## config.mk

```make
export PLATFORM = sky130hd
export DESIGN_NAME = cpo_power_on_ctrl
export DESIGN_NICKNAME = d
export VERILOG_FILES = /design/src/hdl/cpo_pkg.sv /design/src/hdl/cpo_timer_if.sv /design/src/hdl/cpo_delay_timer.sv /design/src/hdl/cpo_power_on_ctrl.sv
export SDC_FILE = /design/constraint.sdc
export NUM_CORES = 1
export LEC_CHECK = 0
export ABC_AREA = 1
export CORE_MARGIN = 4
export CORE_UTILIZATION = 30
export CTS_CLUSTER_DIAMETER = 200
export DETAILED_ROUTE_END_ITERATION = 8
export DONT_BUFFER_PORTS = 1
export GPL_TIMING_DRIVEN = 0
export SLEW_MARGIN = 10
export SYNTH_ARGS = -nofsm -noshare
export SYNTH_HDL_FRONTEND = slang
export SYNTH_HIERARCHICAL = 1
export SYNTH_SLANG_ARGS = --single-unit
```

## constraint.sdc

```tcl
create_clock -name i_clock -period 2.5 [get_ports i_clock]
set_input_delay 0.625 -clock i_clock [delete_from_list [all_inputs] [get_ports i_clock]]
set_output_delay 0.625 -clock i_clock [all_outputs]
set_load 0.1 [all_outputs]
```

## src/hdl/cpo_pkg.sv

```systemverilog
// Package with constants and types for the channel A power-on control block.
package cpo_pkg;

    ////////////////////////////////////////////////////////////////////////////
    // Clock and delay times. The delays are typical values, taken as exact.
    localparam int unsigned CLK_PERIOD_NS = 100;
    localparam int unsigned T_DLY_0MS_NS = 0;
    localparam int unsigned T_DLY_50MS_NS = 50_000_000;
    localparam int unsigned T_DLY_250MS_NS = 250_000_000;
    localparam int unsigned T_DLY_1S_NS = 1_000_000_000;
    // A zero delay still costs one timer cycle, since no count may be below one.
    localparam int unsigned CYC_DLY_0MS =
        (T_DLY_0MS_NS / CLK_PERIOD_NS > 0) ? T_DLY_0MS_NS / CLK_PERIOD_NS : 1;
    localparam int unsigned CYC_DLY_50MS = T_DLY_50MS_NS / CLK_PERIOD_NS;
    localparam int unsigned CYC_DLY_250MS = T_DLY_250MS_NS / CLK_PERIOD_NS;
    localparam int unsigned CYC_DLY_1S = T_DLY_1S_NS / CLK_PERIOD_NS;
    localparam int CNT_W = 24;
    localparam logic [CNT_W-1:0] CNT_ONE = 24'h000001;

    ////////////////////////////////////////////////////////////////////////////
    // Register map. Printed offsets are word indices; byte address is four times.
    localparam int ADDR_W = 18;
    localparam logic [15:0] IDX_SETTING = 16'hFE79;
    localparam logic [15:0] IDX_STATUS = 16'h0001;
    localparam logic [7:0] SETTING_RESET = 8'h00;
    localparam logic [1:0] RESP_OKAY = 2'h0;
    localparam logic [1:0] RESP_SLVERR = 2'h2;

    // Setting register fields.
    localparam int BIT_POLARITY = 7;
    localparam int BIT_SW_REQUEST = 6;
    localparam int SEL_HI = 5;
    localparam int SEL_LO = 4;
    localparam int ON_DLY_HI = 3;
    localparam int ON_DLY_LO = 2;
    localparam int OFF_DLY_HI = 1;
    localparam int OFF_DLY_LO = 0;

    // Status register fields.
    localparam int ST_PIN = 0;
    localparam int ST_REQUEST = 1;
    localparam int ST_ENABLE = 2;
    localparam int ST_PENDING = 3;

    // Request source selection codes.
    localparam logic [1:0] SEL_ALWAYS_ON = 2'h0;
    localparam logic [1:0] SEL_PIN = 2'h1;
    localparam logic [1:0] SEL_SOFTWARE = 2'h2;
    localparam logic [1:0] SEL_BOTH = 2'h3;

    // Delay codes shared by the on-delay and the off-delay fields.
    localparam logic [1:0] DLY_0MS = 2'h0;
    localparam logic [1:0] DLY_50MS = 2'h1;
    localparam logic [1:0] DLY_250MS = 2'h2;
    localparam logic [1:0] DLY_1S = 2'h3;

    // Channel sequencing states.
    typedef enum logic [1:0] {CPO_OFF, CPO_ON_WAIT, CPO_ON, CPO_OFF_WAIT} cpo_state_t;

endpackage

```

## src/hdl/cpo_timer_if.sv

```systemverilog
// Interface between the channel sequencer and its delay timer.
`timescale 1ns/1ns
`default_nettype none
interface cpo_timer_if import cpo_pkg::*; ();
    logic start;
    logic abort;
    logic [CNT_W-1:0] load;
    logic done;
    logic busy;
    modport ctrl (output start, output abort, output load, input done, input busy);
    modport timer (input start, input abort, input load, output done, output busy);
endinterface
`default_nettype wire

```

## src/hdl/cpo_delay_timer.sv

```systemverilog
// Down-counting delay timer for the on-delay and the off-delay.
`timescale 1ns/1ns
`default_nettype none
module cpo_delay_timer
    import cpo_pkg::*;
(
    // Clock and reset.
    input wire logic i_clock,
    input wire logic i_rst_b,
    // Sequencer side.
    cpo_timer_if.timer tmr
);

    typedef struct packed {
        logic busy;
        logic [CNT_W-1:0] count;
    } cpo_tmr_regs_t;

    localparam cpo_tmr_regs_t TMR_RESET = '{default: '0};

    cpo_tmr_regs_t r_reg;
    cpo_tmr_regs_t r_next;

    ////////////////////////////////////////////////////////////////////////////
    // Done marks the last cycle of a running count. It is kept free of the start and
    // abort inputs, since the sequencer reads it in the process that drives them.
    assign tmr.busy = r_reg.busy;
    assign tmr.done = r_reg.busy && (r_reg.count == CNT_ONE);

    // Abort beats a start, and a start reloads a running count.
    always_comb begin
        r_next = r_reg;
        if (tmr.abort) begin
            r_next.busy = 1'b0;
        end else if (tmr.start) begin
            r_next.busy = 1'b1;
            r_next.count = tmr.load;
        end else if (r_reg.busy) begin
            if (r_reg.count == CNT_ONE) begin
                r_next.busy = 1'b0;
            end else begin
                r_next.count = r_reg.count - CNT_ONE;
            end
        end
    end

    // State register with synchronous reset.
    always_ff @(posedge i_clock) begin
        if (!i_rst_b) begin
            r_reg <= TMR_RESET;
        end else begin
            r_reg <= r_next;
        end
    end
endmodule
`default_nettype wire

```

## src/hdl/cpo_power_on_ctrl.sv

```systemverilog
// Channel A power-on control: request selection, on/off delays, AXI4-Lite registers.
//
// Decided for this implementation: the AXI4-Lite slave port.
`timescale 1ns/1ns
`default_nettype none
module cpo_power_on_ctrl
    import cpo_pkg::*;
#(
    parameter int unsigned P_DLY_50MS_CYCLES = CYC_DLY_50MS,
    parameter int unsigned P_DLY_250MS_CYCLES = CYC_DLY_250MS,
    parameter int unsigned P_DLY_1S_CYCLES = CYC_DLY_1S
) (
    // Clock and reset.
    input wire logic i_clock,
    input wire logic i_rst_b,
    // AXI4-Lite write address and data.
    input wire logic [ADDR_W-1:0] i_axi_awaddr,
    input wire logic i_axi_awvalid,
    output logic o_axi_awready,
    input wire logic [31:0] i_axi_wdata,
    input wire logic [3:0] i_axi_wstrb,
    input wire logic i_axi_wvalid,
    output logic o_axi_wready,
    // AXI4-Lite write response.
    output logic [1:0] o_axi_bresp,
    output logic o_axi_bvalid,
    input wire logic i_axi_bready,
    // AXI4-Lite read address and data.
    input wire logic [ADDR_W-1:0] i_axi_araddr,
    input wire logic i_axi_arvalid,
    output logic o_axi_arready,
    output logic [31:0] o_axi_rdata,
    output logic [1:0] o_axi_rresp,
    output logic o_axi_rvalid,
    input wire logic i_axi_rready,
    // Request pin from the host and channel enable to the soft-start logic.
    input wire logic i_channel_a_power_on_request,
    output logic o_channel_a_enable
);

    typedef struct packed {
        logic [1:0] pin_sync;
        logic [7:0] setting;
        cpo_state_t state;
        logic enable;
        logic aw_full;
        logic [ADDR_W-1:0] aw_addr;
        logic w_full;
        logic [31:0] w_data;
        logic [3:0] w_strb;
        logic bvalid;
        logic [1:0] bresp;
        logic rvalid;
        logic [1:0] rresp;
        logic [31:0] rdata;
    } cpo_regs_t;

    localparam cpo_regs_t REGS_RESET = '{setting: SETTING_RESET, state: CPO_OFF, default: '0};

    cpo_regs_t r_reg;
    cpo_regs_t r_next;
    cpo_timer_if tmr_if ();

    logic pin_level;
    logic sw_request;
    logic [1:0] source_sel;
    logic [1:0] on_code;
    logic [1:0] channel_a_power_off_delay;
    logic pin_request;
    logic eff_req;

    ////////////////////////////////////////////////////////////////////////////
    // Maps a delay code to a cycle count; parameters allow a short simulation.
    function automatic logic [CNT_W-1:0] dly_cycles(input logic [1:0] code);
        logic [CNT_W-1:0] cyc;
        cyc = CNT_W'(CYC_DLY_0MS);
        case (code)
            DLY_50MS: cyc = CNT_W'(P_DLY_50MS_CYCLES);
            DLY_250MS: cyc = CNT_W'(P_DLY_250MS_CYCLES);
            DLY_1S: cyc = CNT_W'(P_DLY_1S_CYCLES);
            default: cyc = CNT_W'(CYC_DLY_0MS);
        endcase
        return cyc;
    endfunction

    // Field views of the setting register and the synchronised pin.
    assign pin_level = r_reg.pin_sync[1];
    assign sw_request = r_reg.setting[BIT_SW_REQUEST];
    assign source_sel = r_reg.setting[SEL_HI:SEL_LO];
    assign on_code = r_reg.setting[ON_DLY_HI:ON_DLY_LO];
    assign channel_a_power_off_delay = r_reg.setting[OFF_DLY_HI:OFF_DLY_LO];
    assign pin_request = pin_level ^ r_reg.setting[BIT_POLARITY];

    // Effective request. Polarity only reaches the pin-based sources.
    always_comb begin
        case (source_sel)
            SEL_ALWAYS_ON: eff_req = 1'b1;
            SEL_PIN: eff_req = pin_request;
            SEL_SOFTWARE: eff_req = sw_request;
            SEL_BOTH: eff_req = pin_request && sw_request;
            default: eff_req = 1'b1;
        endcase
    end

    ////////////////////////////////////////////////////////////////////////////
    // Ready signals: one held address and one held data word at a time.
    assign o_axi_awready = !r_reg.aw_full;
    assign o_axi_wready = !r_reg.w_full;
    assign o_axi_arready = !r_reg.rvalid;
    assign o_axi_bvalid = r_reg.bvalid;
    assign o_axi_bresp = r_reg.bresp;
    assign o_axi_rvalid = r_reg.rvalid;
    assign o_axi_rresp = r_reg.rresp;
    assign o_axi_rdata = r_reg.rdata;
    assign o_channel_a_enable = r_reg.enable;

    // Next state: pin synchroniser, bus slave and channel sequencer.
    always_comb begin
        r_next = r_reg;
        tmr_if.start = 1'b0;
        tmr_if.abort = 1'b0;
        tmr_if.load = dly_cycles(on_code);
        // The pin is asynchronous to this clock, so it passes two flops first.
        r_next.pin_sync = {r_reg.pin_sync[0], i_channel_a_power_on_request};

        // Write channel: address and data may arrive in either order.
        if (i_axi_awvalid && !r_reg.aw_full) begin
            r_next.aw_full = 1'b1;
            r_next.aw_addr = i_axi_awaddr;
        end
        if (i_axi_wvalid && !r_reg.w_full) begin
            r_next.w_full = 1'b1;
            r_next.w_data = i_axi_wdata;
            r_next.w_strb = i_axi_wstrb;
        end
        if (r_reg.bvalid && i_axi_bready) begin
            r_next.bvalid = 1'b0;
        end
        // The write completes only once the previous response has been taken.
        if (r_reg.aw_full && r_reg.w_full && !r_reg.bvalid) begin
            r_next.aw_full = 1'b0;
            r_next.w_full = 1'b0;
            r_next.bvalid = 1'b1;
            r_next.bresp = RESP_OKAY;
            if (r_reg.aw_addr[ADDR_W-1:2] == IDX_SETTING) begin
                if (r_reg.w_strb[0]) begin
                    r_next.setting = r_reg.w_data[7:0];
                end
            end else if (r_reg.aw_addr[ADDR_W-1:2] != IDX_STATUS) begin
                r_next.bresp = RESP_SLVERR;
            end
        end

        // Read channel: data is registered one cycle after the address.
        if (r_reg.rvalid && i_axi_rready) begin
            r_next.rvalid = 1'b0;
        end
        if (i_axi_arvalid && !r_reg.rvalid) begin
            r_next.rvalid = 1'b1;
            r_next.rresp = RESP_OKAY;
            r_next.rdata = '0;
            if (i_axi_araddr[ADDR_W-1:2] == IDX_SETTING) begin
                r_next.rdata[7:0] = r_reg.setting;
            end else if (i_axi_araddr[ADDR_W-1:2] == IDX_STATUS) begin
                r_next.rdata[ST_PIN] = pin_level;
                r_next.rdata[ST_REQUEST] = eff_req;
                r_next.rdata[ST_ENABLE] = r_reg.enable;
                r_next.rdata[ST_PENDING] = tmr_if.busy;
            end else begin
                r_next.rresp = RESP_SLVERR;
            end
        end

        // Sequencer. A request change during a wait cancels the wait at once.
        case (r_reg.state)
            CPO_OFF: begin
                if (eff_req) begin
                    r_next.state = CPO_ON_WAIT;
                    tmr_if.start = 1'b1;
                end
            end
            CPO_ON_WAIT: begin
                if (!eff_req) begin
                    r_next.state = CPO_OFF;
                    tmr_if.abort = 1'b1;
                end else if (tmr_if.done) begin
                    r_next.state = CPO_ON;
                    r_next.enable = 1'b1;
                end
            end
            CPO_ON: begin
                if (!eff_req) begin
                    r_next.state = CPO_OFF_WAIT;
                    tmr_if.start = 1'b1;
                    tmr_if.load = dly_cycles(channel_a_power_off_delay);
                end
            end
            CPO_OFF_WAIT: begin
                if (eff_req) begin
                    r_next.state = CPO_ON;
                    tmr_if.abort = 1'b1;
                end else if (tmr_if.done) begin
                    r_next.state = CPO_OFF;
                    r_next.enable = 1'b0;
                end
            end
            default: begin
                r_next.state = CPO_OFF;
                r_next.enable = 1'b0;
                tmr_if.abort = 1'b1;
            end
        endcase
    end

    // State register with synchronous reset.
    always_ff @(posedge i_clock) begin
        if (!i_rst_b) begin
            r_reg <= REGS_RESET;
        end else begin
            r_reg <= r_next;
        end
    end

    ////////////////////////////////////////////////////////////////////////////
    // One timer serves both delays; only one of them can be pending at a time.
    cpo_delay_timer u_timer (
        .i_clock (i_clock),
        .i_rst_b (i_rst_b),
        .tmr (tmr_if.timer)
    );
endmodule
`default_nettype wire

```

==> flow_metrics.tcl <==
set metrics [dict create \
    finalSetupTns_ns 0 \
    switchingPower_mw 1.508 \
    synthSimpleGateAreaFrac_pct 43.14 \
    max_slew_margin_pct 27.70 \
    synth_fa_ha_area_share_pct 2.541 \
    required_ns 2.77 \
    wire_per_inst_um 11.79 \
    dpl_cell_area_sq_mm 0.005324 \
    synth_edf_count 0 \
    start_util_pct 30.78 \
    postLayoutCellArea_sq_mm 0.005929 \
    vias 4738 \
    fin_crit_ns 2.396 \
    drive_above_1_share_pct 18.43 \
    die_h_um 136.1 \
    ctsRootBufferMaster "clkbuf_16" \
    die-area_sq_mm 0.01853 \
    p_clk_share_pct 31.3 \
    ys_async_sr_fraction_pct 0 \
    cts.clk_slew.worst_paths_ns 0.06 \
    largest_reg_flops 32 \
    routed_wirelength_um 12780 \
    synth.largest_area_cell "dfxtp_1" \
    power.combinational.fraction_pct 32.2 \
    antenna_cells 0 \
    drc 0 \
    place.gp.congestion 0.8717 \
    pwr-share-seq_pct 36.5 \
    ant_nets 0 \
    grt_max_degree 15 \
    finalMaxSlewViolations 0 \
    post-route-util_pct 37.06 \
    ys_warn_count 6 \
    powerDensity_mw_per_mm2 662.8 \
    avgSynthCellArea_sq_um 6.141 \
    grt_use_total_pct 14.01 \
    vias_per_cell 4.371 \
    cts_buffer_depth 2 \
    tritoncts "yes" \
    synth_compound_area_share_pct 7.673 \
    swShare_pct 38.38 \
    synth_seq_cells 77 \
    criticalPathCategory "reg2reg" \
    fmax_mhz 417.4 \
    p_int_mw 2.421 \
    ys_seq_area_share_pct 31.30 \
    synthTopCellsByArea "dfxtp_1 31%, nand2_1 15%, nor2_1 14%" \
    status "finished, final reports clean" \
    setup_viol 0 \
    nets 953 \
    end_kind "register" \
    synth_xor_xnor_area_share_pct 0 \
    dp_hpwl_um 9314 \
    core_region_area_sq_mm 0.01600 \
    ys_types 32 \
    synth_top_area_share_pct 31.30 \
    rsz0062_at_grt "yes" \
    synth.area.mux_share_pct 0 \
    syn2layout_area_growth_pct 20.40 \
    cts_max_level 3 \
    portBuffers 0 \
    grt_pass1_wl_um 20870 \
    hold_start "i_channel_a_power_on_request" \
    grt_pass1_vias 4309 \
    ctsHoldBuffers 0 \
    clkSinkCount 77 \
    drtIter0Drc 290 \
    hold_viol 0 \
    tightest_slew_ns 1.083 \
    syn-cell-area_sq_mm 0.004925 \
    ys.flop_type "dfxtp_1" \
    layout_common_cells "190 x nand2_1, 175 x nor2_1, 81 x inv_1, 65 x dfxtp_1" \
    firstDrtPassIters 5 \
    power_mw 3.930 \
    r2r_start "u_timer/r_reg[20]" \
    fin_skew_ns 0.003535 \
    antenna_found_initial 0 \
    critPathMaxFanout 10 \
    synth_top_family_by_area "simple AND/OR/NAND/NOR gates" \
    final_common_cell "nand2_1" \
    dieWidth_um 136.1 \
    post-place-ws_ns -0.3456 \
    postLayoutSetupSlackWorst_ns 0.1041 \
    cp-start-kind "register" \
    total_leakage_power_nw 2.944 \
    peakVddDrop_mv 0.4341 \
    arrival_ns 2.67 \
    crit_path_start "u_timer/r_reg[20]" \
    min_path_type "in2reg" \
    num_rows 46 \
    post-route-period-util_pct 95.84 \
    cts_buffers 9 \
    syn_inst 802 \
    insertion_delay_ns 0.34 \
    io_pins 122 \
    overflow 0 \
    drv_cap 0 \
]
## cell type report
type	instances	area (sq um)
sequential	77	1562
clock inverter	6	47.55
multi-input combinational	610	2861
buffer	58	429.2
fill	1772	10070
timing repair buffer	17	186.4
inverter	90	344.1
clock buffer	10	229.0
tap	216	270.3
## metal layers
metal,part of all wire [%],GRT usage [%],up-vias
met4,1.9,4.311,0
li1,-,-,2533
met1,45,17.74,2067
met3,6.3,4.293,18
met5,0,0,-
met2,47,22.87,120
## power by group through the flow
stage	sequential, mW	combinational [mW]	clock (mW)
2_1_floorplan	1.43	0.955	0
3_3_place_gp	1.45	1.10	0
3_5_place_dp	1.45	1.11	0
4_1_cts	1.42	1.17	1.29
5_1_grt	1.45	1.39	1.34
6_report	1.43	1.27	1.23
## worst paths after layout
kind | to | slack [ns] | depth (start not counted)
max | u_timer/r_reg[10] | 0.10 | 16
min reg2reg | pin_level | 0.43 | 2
max reg2reg | u_timer/r_reg[10] | 0.10 | 16
min | r_next[106] | 0.38 | 2
## cell families after synthesis
family	Yosys count
adder cells (fa/ha/maj)	10
AND/OR/NAND/NOR	493
AO/OA/AOI/OAI	73
flip-flops	77
buffers and inverters	148
other	1
## critical path, stage by stage, from the launching register on
cell and delay [ns]:
dfxtp_1 0.33, nor2_1 0.29, nand4_1 0.21, nor3_4 0.27
o21ai_1 0.08, nand3_1 0.07, nand2_1 0.07, nor2_1 0.10
buf_4 0.16, inv_4 0.05, nand4_4 0.07, nand3_4 0.10
buf_12 0.16, buf_8 0.15, nand2_2 0.05, nand2_1 0.04
nor2_1 0.10
## timing repair
action | in CTS | in global routing
gates resized for setup | 11 | 48
hold endpoints to repair | 0 | 0
setup endpoints to repair | 25 | 25
buffers inserted | 9 | 6
cloned | 1 | 1
pin swaps | 8 | 19
## metrics by stage
step | cells | hold slack, ns
after floorplan | 835 | 0.3905
after global placement | 1051 | 0.4154
after detailed placement | 1051 | 0.4125
after CTS | 1077 | 0.3576
after global routing | 1084 | 0.3777
final | 1084 | 0.3776
## Yosys cell counts (3+ instances only)
| cell | count |
|---|---|
| nand2_2 | 16 |
| clkbuf_1 | 7 |
| buf_2 | 7 |
| dfxtp_1 | 77 |
| nand2_1 | 200 |
| buf_8 | 3 |
| nand4_1 | 17 |
| inv_1 | 85 |
| a21oi_1 | 21 |
| clkinv_1 | 3 |
| buf_4 | 37 |
| nor2_4 | 6 |
| o21ai_0 | 48 |
| nor2_2 | 9 |
| nand3_1 | 51 |
| ha_1 | 10 |
| nor2_1 | 184 |
(Power assumes the default switching activity.)
